File: config.mk
export PLATFORM = sky130hd
export DESIGN_NAME = fxc_comparator
export DESIGN_NICKNAME = d
export VERILOG_FILES = /design/src/hw/fxc_pkg.sv /design/src/hw/fxc_comparator.sv /design/src/hw/fxc_persist_timer.sv
export SDC_FILE = /design/constraint.sdc
export NUM_CORES = 2
export LEC_CHECK = 0
export BUFFER_PORTS_ARGS = -buffer_cell sky130_fd_sc_hd__buf_2
export CAP_MARGIN = 20
export CORE_MARGIN = 2
export CORE_UTILIZATION = 55
export DETAILED_ROUTE_END_ITERATION = 10
export PLACE_DENSITY = 0.71
export REMOVE_ABC_BUFFERS = 1
export SYNTH_ARGS = -nofsm -noshare
export SYNTH_HDL_FRONTEND = slang
export SYNTH_HIERARCHICAL = 1
export SYNTH_SLANG_ARGS = --single-unit
File: constraint.sdc
create_clock -name clk_i -period 10.3 [get_ports clk_i]
set_input_delay 1.03 -clock clk_i [delete_from_list [all_inputs] [get_ports clk_i]]
set_output_delay 1.03 -clock clk_i [all_outputs]
set_load 0.03 [all_outputs]
File: src/hw/fxc_pkg.sv
// Notes on behaviour
// - Over direction picks up once the operating signal rises above the threshold.
// - Under direction picks up once the operating signal drops below the threshold.
// - Dropout uses a hysteresis band sized in thousandths of the threshold magnitude.
// - Operating signal and threshold are both signed and may be negative.
// - Interval time unit only matters in Delta mode; Level mode ignores it.
// - Delta mode measures change over an interval of the programmed length.
// - Output asserts only after pickup has persisted for the assert delay.
// - Output deasserts only after dropout has persisted for the reset delay.
// - Milliamp transducer base is the larger of the two selected range maxima.
// - Phase angle base is 360 degrees per unit.
// - Energy base is 10000 MWh or MVAh per unit.
// - Source current and voltage base is the larger selected nominal primary.
// - Harmonic and distortion base is 100 percent of the fundamental.
// - Differential and restraint current base is the larger selected primary value.
// - Operating signal is positive minus negative input; an Off input gives zero.
// - With no input selected the output never asserts.
// - Absolute mode uses the magnitude of the difference, Signed uses it directly.
// - Delta mode compares the rate of change instead of the level.
package fxc_pkg;

  // ==========================================================
  // Timing
  localparam int CLK_PERIOD_NS = 25;
  localparam int MS_NS         = 1000000;
  localparam int CYCLES_PER_MS = MS_NS / CLK_PERIOD_NS;
  localparam int MS_PER_S      = 1000;
  localparam int S_PER_MIN     = 60;

  // ==========================================================
  // Widths
  localparam int VAL_W  = 32;
  localparam int DIFF_W = 33;
  localparam int WIDE_W = 64;
  localparam int PKP_W  = 18;
  localparam int HYS_W  = 10;
  localparam int DT_W   = 17;
  localparam int DLY_W  = 16;
  localparam int PRE_W  = 16;
  localparam int SEC_W  = 10;
  localparam int MIN_W  = 6;

  // ==========================================================
  // Scaling and bases
  localparam logic [WIDE_W-1:0] PU_SCALE          = 64'h0000_0000_0000_03E8;
  localparam logic [WIDE_W-1:0] HYS_SCALE         = 64'h0000_0000_0000_03E8;
  localparam logic [VAL_W-1:0]  BASE_ANGLE_DEG    = 32'h0000_0168;
  localparam logic [VAL_W-1:0]  BASE_ENERGY_MWH   = 32'h0000_2710;
  localparam logic [VAL_W-1:0]  BASE_HARMONIC_PCT = 32'h0000_0064;

  // ==========================================================
  // Reset values
  localparam logic [PRE_W-1:0]  RST_PRE   = 16'h0000;
  localparam logic [SEC_W-1:0]  RST_SEC   = 10'h000;
  localparam logic [MIN_W-1:0]  RST_MIN   = 6'h00;
  localparam logic [DT_W-1:0]   RST_DT    = 17'h00000;
  localparam logic [DIFF_W-1:0] RST_VAL   = 33'h0_0000_0000;
  localparam logic [DLY_W-1:0]  RST_DLY   = 16'h0000;

  // ==========================================================
  // Modes
  typedef enum logic [2:0] {
    FXC_KIND_GENERIC,
    FXC_KIND_MILLIAMP,
    FXC_KIND_ANGLE,
    FXC_KIND_ENERGY,
    FXC_KIND_SOURCE_IV,
    FXC_KIND_HARMONIC,
    FXC_KIND_XFMR
  } fxc_kind_t;

  typedef enum logic [1:0] {
    FXC_UNIT_MS,
    FXC_UNIT_S,
    FXC_UNIT_MIN
  } fxc_unit_t;

  typedef enum logic {
    FXC_OUT_RESET,
    FXC_OUT_OPERATE
  } fxc_out_t;

endpackage

File: src/hw/fxc_comparator.sv
`timescale 1ns/1ps
module fxc_comparator
#(
  parameter int CYCLES_PER_MS = fxc_pkg::CYCLES_PER_MS
)
(
  input  wire logic                       clk_i,
  input  wire logic                       reset_n_i,
  input  wire logic                       enable_i,
  input  wire logic                       sample_valid_i,
  input  wire logic                       pos_select_i,
  input  wire logic signed [fxc_pkg::VAL_W-1:0] pos_value_i,
  input  wire logic [fxc_pkg::VAL_W-1:0]  pos_base_i,
  input  wire logic                       neg_select_i,
  input  wire logic signed [fxc_pkg::VAL_W-1:0] neg_value_i,
  input  wire logic [fxc_pkg::VAL_W-1:0]  neg_base_i,
  input  wire fxc_pkg::fxc_kind_t         kind_i,
  input  wire logic                       absolute_mode_i,
  input  wire logic                       delta_mode_i,
  input  wire logic                       under_dir_i,
  input  wire logic signed [fxc_pkg::PKP_W-1:0] pickup_mpu_i,
  input  wire logic [fxc_pkg::HYS_W-1:0]  hysteresis_i,
  input  wire fxc_pkg::fxc_unit_t         interval_time_unit_i,
  input  wire logic [fxc_pkg::DT_W-1:0]   rate_interval_length_i,
  input  wire logic [fxc_pkg::DLY_W-1:0]  assert_delay_i,
  input  wire logic [fxc_pkg::DLY_W-1:0]  reset_delay_i,
  output logic                            picked_up_o,
  output logic                            operate_o
);
  import fxc_pkg::*;

  // ==========================================================
  // Time base
  logic [PRE_W-1:0] pre_count;
  logic [SEC_W-1:0] sec_count;
  logic [MIN_W-1:0] min_count;
  logic             ms_tick;
  logic             s_tick;
  logic             min_tick;
  logic             unit_tick;

  assign ms_tick  = (pre_count == PRE_W'(CYCLES_PER_MS - 1));
  assign s_tick   = ms_tick && (sec_count == SEC_W'(MS_PER_S - 1));
  assign min_tick = s_tick && (min_count == MIN_W'(S_PER_MIN - 1));

  always_ff @(posedge clk_i or negedge reset_n_i)
  begin
    if (!reset_n_i)
    begin
      pre_count <= RST_PRE;
      sec_count <= RST_SEC;
      min_count <= RST_MIN;
    end
    else
    begin
      pre_count <= ms_tick ? RST_PRE : pre_count + 16'h0001;
      if (ms_tick)
        sec_count <= s_tick ? RST_SEC : sec_count + 10'h001;
      if (s_tick)
        min_count <= min_tick ? RST_MIN : min_count + 6'h01;
    end
  end

  always_comb
  begin
    unique case (interval_time_unit_i)
      FXC_UNIT_MS:  unit_tick = ms_tick;
      FXC_UNIT_S:   unit_tick = s_tick;
      FXC_UNIT_MIN: unit_tick = min_tick;
      default:      unit_tick = 1'b0;
    endcase
  end

  // ==========================================================
  // Operating signal
  logic                     any_select;
  logic signed [DIFF_W-1:0] pos_term;
  logic signed [DIFF_W-1:0] neg_term;
  logic signed [DIFF_W-1:0] diff;
  logic signed [DIFF_W-1:0] next_op;
  logic signed [DIFF_W-1:0] op_value;

  assign any_select = pos_select_i || neg_select_i;
  assign pos_term   = pos_select_i ? DIFF_W'(pos_value_i) : RST_VAL;
  assign neg_term   = neg_select_i ? DIFF_W'(neg_value_i) : RST_VAL;
  assign diff       = pos_term - neg_term;
  assign next_op    = (absolute_mode_i && diff < 0) ? -diff : diff;

  always_ff @(posedge clk_i or negedge reset_n_i)
  begin
    if (!reset_n_i)
      op_value <= RST_VAL;
    else if (sample_valid_i)
      op_value <= next_op;
  end

  // ==========================================================
  // Rate of change
  logic [DT_W-1:0]          int_count;
  logic                     interval_done;
  logic signed [DIFF_W-1:0] rate_ref;
  logic signed [DIFF_W-1:0] rate_value;
  logic                     ref_valid;
  logic                     rate_valid;

  assign interval_done = delta_mode_i && unit_tick && ((int_count + 17'h00001) >= rate_interval_length_i);

  always_ff @(posedge clk_i or negedge reset_n_i)
  begin
    if (!reset_n_i)
      int_count <= RST_DT;
    else if (!delta_mode_i || interval_done)
      int_count <= RST_DT;
    else if (unit_tick)
      int_count <= int_count + 17'h00001;
  end

  always_ff @(posedge clk_i or negedge reset_n_i)
  begin
    if (!reset_n_i)
    begin
      rate_ref   <= RST_VAL;
      rate_value <= RST_VAL;
      ref_valid  <= 1'b0;
      rate_valid <= 1'b0;
    end
    else if (!delta_mode_i)
    begin
      ref_valid  <= 1'b0;
      rate_valid <= 1'b0;
    end
    else if (interval_done)
    begin
      rate_ref   <= op_value;
      rate_value <= op_value - rate_ref;
      ref_valid  <= 1'b1;
      rate_valid <= ref_valid;
    end
  end

  // ==========================================================
  // Per-unit base and threshold
  logic [VAL_W-1:0]         max_base;
  logic [VAL_W-1:0]         base;
  logic signed [WIDE_W-1:0] thr;
  logic signed [WIDE_W-1:0] thr_mag;
  logic signed [WIDE_W-1:0] band;
  logic signed [WIDE_W-1:0] eff;
  logic                     eff_valid;

  assign max_base = (!neg_select_i || (pos_select_i && pos_base_i >= neg_base_i)) ? pos_base_i : neg_base_i;

  always_comb
  begin
    unique case (kind_i)
      FXC_KIND_MILLIAMP:  base = max_base;
      FXC_KIND_ANGLE:     base = BASE_ANGLE_DEG;
      FXC_KIND_ENERGY:    base = BASE_ENERGY_MWH;
      FXC_KIND_SOURCE_IV: base = max_base;
      FXC_KIND_HARMONIC:  base = BASE_HARMONIC_PCT;
      FXC_KIND_XFMR:      base = max_base;
      FXC_KIND_GENERIC:   base = max_base;
      default:            base = max_base;
    endcase
  end

  assign thr       = (WIDE_W'(pickup_mpu_i) * $signed(WIDE_W'(base))) / $signed(PU_SCALE);
  assign thr_mag   = (thr < 0) ? -thr : thr;
  assign band      = (thr_mag * $signed(WIDE_W'(hysteresis_i))) / $signed(HYS_SCALE);
  assign eff       = delta_mode_i ? WIDE_W'(rate_value) : WIDE_W'(op_value);
  assign eff_valid = enable_i && any_select && (!delta_mode_i || rate_valid);

  // ==========================================================
  // Hysteretic pickup
  logic set_over;
  logic set_under;
  logic clr_over;
  logic clr_under;
  logic next_picked;

  assign set_over    = eff > thr;
  assign set_under   = eff < thr;
  assign clr_over    = eff < (thr - band);
  assign clr_under   = eff > (thr + band);
  assign next_picked = !eff_valid ? 1'b0 :
                       under_dir_i ? (picked_up_o ? !clr_under : set_under) :
                                     (picked_up_o ? !clr_over : set_over);

  always_ff @(posedge clk_i or negedge reset_n_i)
  begin
    if (!reset_n_i)
      picked_up_o <= 1'b0;
    else
      picked_up_o <= next_picked;
  end

  // ==========================================================
  // Assert and reset delays
  fxc_out_t state;
  logic     pkp_done;
  logic     drop_done;

  fxc_persist_timer u_assert_timer
  (
    .clk_i     (clk_i),
    .reset_n_i (reset_n_i),
    .cond_i    (picked_up_o),
    .tick_i    (ms_tick),
    .delay_i   (assert_delay_i),
    .done_o    (pkp_done)
  );

  fxc_persist_timer u_reset_timer
  (
    .clk_i     (clk_i),
    .reset_n_i (reset_n_i),
    .cond_i    (!picked_up_o),
    .tick_i    (ms_tick),
    .delay_i   (reset_delay_i),
    .done_o    (drop_done)
  );

  always_ff @(posedge clk_i or negedge reset_n_i)
  begin
    if (!reset_n_i)
      state <= FXC_OUT_RESET;
    else
    begin
      unique case (state)
        FXC_OUT_RESET:   if (pkp_done) state <= FXC_OUT_OPERATE;
        FXC_OUT_OPERATE: if (drop_done) state <= FXC_OUT_RESET;
      endcase
    end
  end

  always_ff @(posedge clk_i or negedge reset_n_i)
  begin
    if (!reset_n_i)
      operate_o <= 1'b0;
    else
      operate_o <= (state == FXC_OUT_RESET) ? pkp_done : !drop_done;
  end
endmodule

File: src/hw/fxc_persist_timer.sv
`timescale 1ns/1ps
module fxc_persist_timer
(
  input  wire logic                     clk_i,
  input  wire logic                     reset_n_i,
  input  wire logic                     cond_i,
  input  wire logic                     tick_i,
  input  wire logic [fxc_pkg::DLY_W-1:0] delay_i,
  output logic                          done_o
);
  import fxc_pkg::*;

  logic [DLY_W-1:0] count;
  logic             count_up;

  // ==========================================================
  // Persistence counter
  assign count_up = cond_i && tick_i && (count < delay_i);
  assign done_o   = cond_i && (count >= delay_i);

  always_ff @(posedge clk_i or negedge reset_n_i)
  begin
    if (!reset_n_i)
      count <= RST_DLY;
    else if (!cond_i)
      count <= RST_DLY;
    else if (count_up)
      count <= count + 16'h0001;
  end
endmodule

# After elaboration in Yosys (flattened, before gate mapping)
# Cells that the tools add are included.
[totals]
ff_bits = 185
in_bits = 219
output_inout_bits = 2
word_cells = 110
[op_classes]
n_addsub = 12
mul = 2
div = 2
n_lt_le_gt_ge = 12
n_eq_ne = 10
n_mux = 29
bitwise = 1
n_reduce_logical = 28
[op_table]
columns = ["cell", "n"]
rows = [
  ["divider 64 x 11 -> 64 bit (second input constant)", 2],
  ["> comparator 64 bit", 2],
  ["< comparator 64 bit", 2],
  ["two-way mux 64 bit", 2],
  ["two-way mux 33 bit", 3],
  ["one-hot mux 32 bit (3 select lines)", 1],
  ["two-way mux 16 bit", 5],
  ["subtractor 33 bit", 2],
  ["adder 64 bit", 1],
  ["< comparator 64 x 1 -> 1 bit (second input constant)", 1],
  ["multiplier 64 x 11 -> 64 bit", 1],
  ["negation 64 bit", 1],
  ["subtractor 64 bit", 1],
  ["multiplier 18 x 33 -> 51 bit", 1],
  ["adder 16 x 1 -> 16 bit (second input constant)", 3],
  ["two-way mux 17 bit", 2],
  ["< comparator 33 x 1 -> 1 bit (second input constant)", 1],
  ["negation 33 bit", 1],
  ["greater-or-equal comparator 16 bit", 2],
  ["greater-or-equal comparator 32 bit", 1],
  ["< comparator 16 bit", 2],
  ["two-way mux 32 bit", 1],
  ["adder 17 x 1 -> 17 bit (second input constant)", 1],
  ["greater-or-equal comparator 17 bit", 1],
  ["other kinds (22)", 56],
]

# Depth between registers and ports, before layout
[depth]
word_depth = 17
depth_mapped = 547
ltp_nobuf = 481

# Modules after synthesis
# The synthesis kept the hierarchy.
[modules_own_cells]
columns = ["mod", "n_inst", "cells_each", "area_per_inst_um2", "seq_area_each_um2"]
rows = [
  ["fxc_comparator", 1, 12957, 104504.0, 3803.6],
  ["fxc_persist_timer", 2, 154, 1248.7, 400.4],
]

# Least setup slack after synthesis
# No wires, ideal clock.
[synth_timing]
path_type = "input to register"
startpoint = "in neg_base_i[31] (netlist bit)"
endpoint = "reg picked_up_o"
setup_time_ns = 0.145
arrival_ns = 104.063
required_ns = 10.155
slack_ns = -93.908
cell_stages = 469
n_path_buf = 32
cell_sequence = "inv_1 > ha_1 > nand4_1 > nor4_1 > nand4_1 > a21oi_1 > o21ai_0 > nand2_1 > clkbuf_1 > clkbuf_1 > buf_1 > a21oi_1 > nor2_1 > clkbuf_1 > nand2_1 > fa_1 > inv_1 > fa_1 > [... 433 more ...] > nor2_1 > nor2_1 > nor2_1 > nor2_1 > nor2_1 > xnor2_1 > ha_1 > nand4_1 > or2_2 > nor3_1 > nand2_1 > o21ai_0 > xnor2_1 > o211ai_1 > nand3_1 > a21oi_1 > nor2_1 > a211oi_1"
[synth_via]
elab_chain_len = 17
elab_cells_between_ends = 24
cone_classes = "add/sub (3); mul (2); div (2); order compare (6); mux (7); reduce/logical (4)"
[synth_lines]
columns = ["element", "line", "text"]
rows = [
  ["from (decl)", "fxc_comparator.sv:16", "input wire logic [fxc_pkg::VAL_W-1:0] neg_base_i,"],
  ["greater-or-equal comparator 32 bit", "fxc_comparator.sv:151", "assign max_base = (!neg_select_i || (pos_select_i && pos_base_i >= neg_base_i)) ? pos_base_i : neg_base_i;"],
  ["logical AND 1 bit", "fxc_comparator.sv:151", ""],
  ["logical OR 1 bit", "fxc_comparator.sv:151", ""],
  ["two-way mux 32 bit (*)", "fxc_comparator.sv:151", ""],
  ["one-hot mux 32 bit (3 select lines) (*)", "fxc_comparator.sv:155", "unique case (kind_i)"],
  ["multiplier 18 x 33 -> 51 bit (*)", "fxc_comparator.sv:167", "assign thr = (WIDE_W'(pickup_mpu_i) * $signed(WIDE_W'(base))) / $signed(PU_SCALE);"],
  ["divider 64 x 11 -> 64 bit (*)", "fxc_comparator.sv:167", ""],
  ["negation 64 bit / < comparator 64 x 1 -> 1 bit (equally long branches)", "fxc_comparator.sv:168", "assign thr_mag = (thr < 0) ? -thr : thr;"],
  ["[... 2 more ...]", "-", ""],
  ["divider 64 x 11 -> 64 bit", "fxc_comparator.sv:169", "assign band = (thr_mag * $signed(WIDE_W'(hysteresis_i))) / $signed(HYS_SCALE);"],
  ["subtractor 64 bit / adder 64 bit (equally long branches)", "fxc_comparator.sv:183, fxc_comparator.sv:184", ""],
  ["< comparator 64 bit / > comparator 64 bit (equally long branches)", "fxc_comparator.sv:183, fxc_comparator.sv:184", ""],
  ["logical NOT 1 bit (on tied branches)", "fxc_comparator.sv:187, fxc_comparator.sv:186", ""],
  ["two-way mux 1 bit (on tied branches)", "fxc_comparator.sv:187, fxc_comparator.sv:186", ""],
  ["two-way mux 1 bit (*)", "fxc_comparator.sv:186", "under_dir_i ? (picked_up_o ? !clr_under : set_under) :"],
  ["two-way mux 1 bit (*)", "fxc_comparator.sv:185", "assign next_picked = !eff_valid ? 1'b0 :"],
  ["via next_picked", "fxc_comparator.sv:179", "logic next_picked;"],
  ["to (signal assigned)", "fxc_comparator.sv:194", "picked_up_o <= next_picked;"],
  ["to (decl)", "fxc_comparator.sv:27", "output logic picked_up_o,"],
]
# Mark *: on every way through the listed nets, which the timed path passes. The rest lies on a longest branch.
# A chain may end at the register's enable or synchronous reset.

# Worst setup path after layout
[layout_timing]
startpoint = "in neg_base_i[17] (netlist bit)"
endpoint = "reg picked_up_o"
# The elaborated chain is that of the path after synthesis.

==> summary.txt <==
Route
  • Detailed Route Iter0 Violations: 9056
  • Vias per cell: 5.88
  • Via Count: 116k
  • Remaining DRCs: 0
  • Routed len/inst: 19.2 um
  • Final wirelength: 379000 um
  • Detailed Routing Iterations Pass 1: 8
  • Routed Antenna Nets: 0

Outcome
  • Outcome: complete, but fails checks
  • Failing checks: negative setup slack

Critical path
  • Critical path endpoint category: register
  • Cell mode on critical path: buf_4
  • Crit-path max FO: 27
  • Critical Path RT: 10.61 ns
  • Critical Path Slowest Stage Cell: or4_2
  • CP Class: in -> reg
  • Crit start category: primary input
  • Slowest stage delay, CP: 0.69 ns
  • Arrival time of the worst setup path: 103.21 ns

Clock network
  • CTS Root Buffer Type: clkbuf_16
  • Clock sink total: 184
  • Hold-fix buffers, CTS: 0
  • H-tree Lvls: 4
  • Skew-Pair Late Insertion Delay: 0.46 ns
  • CTS tree: done
  • Maximum clock insertion buffer count: 2
  • Num CTS Buffers: 17
  • Clock transition at path regs: 0.08 ns

Synthesis
  • Largest cells by area after synthesis: fa_1 (18%), ha_1 (9.0%), xnor2_1 (6.1%)
  • Post-synthesis xor/xnor area fraction: 9.15%
  • Number of synthesized flops with an enable pin: 0
  • Synth Area in Simple Gates: 22.3%
  • Post-Synthesis Cell Area: 107000 um^2
  • Synth top area share: 17.5%
  • Post-synthesis compound-gate area fraction: 25.2%
  • Cells after Synth: 13.3k
  • Multiplexer share of the synthesized area: 3.17%
  • Synth Warn #: 6
  • Top-count cell post-synth: inv_1
  • Async SR Flop Fraction: 100%
  • Commonest cells in the netlist: inv_1 (1447), nand2_1 (1321), fa_1 (938)
  • Largest area contributor in the synthesized netlist: fa_1
  • Synth cell types: 239
  • Synthesized flop and latch total: 184
  • Largest family of logic cells by synthesized area: adder cells
  • Part of the Yosys area used for sequential elements: 4.30%
  • Adder-cell share of the synthesized area: 26.7%
  • Mean Syn Cell Area: 8.07 um^2
  • Synth Flop Type: dfrtp_1

Floorplan
  • Die W: 445 um
  • IO Count: 221
  • Die height: 445 um
  • Initial Util: 55.4%
  • Site Rows: 161
  • Full die area: 198000 um^2
  • Core box area: 193000 um^2

Timing
  • Final setup skew: 0.0193 ns
  • Fmax: 9.72 MHz
  • RSZ-0062 raised after global routing: true
  • Slew HR: 28.0%
  • Final hold vios: 0
  • Final Setup Violations: 1
  • Fin crit period: 102.89 ns
  • Pins Over Slew Limit: 0
  • Final worst slack: -92.59 ns
  • Slew @ Worst Pin: 1.08 ns
  • Period utilization: 999%

Final layout
  • Area delta synth->final: 34.1%
  • Fill cell count: 14.6k
  • Final Util: 74.3%
  • Reg area: 4600 um^2
  • Fin nets: 19.2k
  • Multi-input logic area: 96000 um^2
  • Share of cells above drive strength 1: 36.1%
  • Finished Cell Area: 143000 um^2

Global route
  • GRT overflow: 0
  • Initial antenna violation count: 8
  • Largest net degree at the start of global routing: 105
  • GRT Overall Usage: 37.1%
  • Vias in the first global route: 119k
  • First-pass GRT wire length: 609000 um

Placed design
  • GP Congestion: 1.02
  • Detailed Place HPWL: 315000 um
  • Placed Area: 138000 um^2
  • I/O Buffers: 220

Run
  • Total of max-cap violations: 0

Worst hold path
  • HP Class: reg -> reg
## routing by layer
| metal | GRT usage [%] | share of wire [%] | up-vias |
|---|---|---|---|
| li1 | - | - | 54343 |
| met1 | 46.6 | 41 | 56451 |
| met2 | 63.7 | 48 | 4543 |
| met3 | 5.35 | 7.2 | 984 |
| met4 | 15.1 | 4.7 | 8 |
| met5 | 0 | 0.015 | - |
## logic make-up after synthesis
family                     after synthesis
adders and majority gates             1726
muxes                                  295
AOI/OAI and AO/OA                     3434
and+or+nand+nor                       4555
other                                    2
xor gates and xnor gates              1044
buffers and inverters                 2025
DFF                                    184
## stage by stage
stage	instances	hold slack (ns)	setup TNS [ns]	setup WS (ns)
3_5_place_dp	19531	0.462	-96.36	-96.36
5_1_grt	19795	0.501	-97.86	-97.86
3_3_place_gp	19531	0.457	-93.56	-93.56
6_report	19797	0.468	-92.59	-92.59
4_1_cts	19759	0.472	-90.43	-90.43
2_1_floorplan	12800	0.444	-106.03	-106.03
## layout by cell type, fill, tap and decap left out, types with 69 or more instances in the layout
cell,count
buf_4,4126
inv_1,1445
nand2_1,1314
fa_1,938
nor2_1,910
ha_1,763
xnor2_1,718
a21oi_1,713
o21ai_0,463
and2_1,418
nand3_1,279
nor3_1,234
xor2_1,225
buf_2,221
dfrtp_1,184
o21bai_1,139
nand2b_1,135
nand4_1,134
nor2b_1,129
a21o_1,127
a21oi_2,122
a31oi_1,121
mux2i_1,118
o211ai_1,113
o21ai_1,109
mux2_2,96
conb_1,90
or3_1,85
and3_1,77
nor4_1,75
o31ai_1,75
o21a_1,72
a211oi_1,69
## layout make-up
type | instances | share of cell area [%]
multi-input combinational | 11149 | 66.9
tap | 2526 | 2.20
timing repair buffer | 4431 | 23.4
inverter | 1472 | 3.88
antenna | 3 | 0.00523
clock inverter | 14 | 0.127
clock buffer | 18 | 0.306
sequential | 184 | 3.21
## sequential cells by signal (all words and copies together) (netlist names)
register,cells
int_count,17
min_count,6
op_value,33
operate_o,1
picked_up_o,1
pre_count,16
rate_ref,33
rate_valid,1
rate_value,33
ref_valid,1
sec_count,10
u_assert_timer/count,16
u_reset_timer/count,16
## final timing paths
check                      slack (ns)               startpoint  cells after the start                       end
setup / recovery               -92.59           neg_base_i[17]                    489     picked_up_o$_DFF_PN0_
hold / removal                   0.47      operate_o$_DFF_PN0_                      1       operate_o$_DFF_PN0_
setup reg to reg                 2.99  op_value[1]$_DFFE_PN0P_                     40     picked_up_o$_DFF_PN0_
hold reg to reg                  0.47      operate_o$_DFF_PN0_                      1       operate_o$_DFF_PN0_
max in group asynchronous        8.36                reset_n_i                      3  rate_ref[31]$_DFFE_PN0P_
min in group asynchronous        0.64                reset_n_i                      1   pre_count[13]$_DFF_PN0_
## worst max-delay path: cells and delay by family
kind            cells  cell delay [ns]
simple gates       89            19.96
buf+inv            84            13.04
mux                13             3.58
compound gates    267            53.91
xor+xnor           16             2.88
fa+ha+maj          20             8.55
## repair_timing
action                                  in CTS  in global routing
resized for setup                          435                168
pin swaps                                  254                103
cloned                                       6                  0
buffers inserted                           190                 32
endpoints found under the setup margin       1                  1
Power is left out: the tool's default activity adds up to more than one toggle a clock period on the data nets, which glitch-free logic cannot reach.
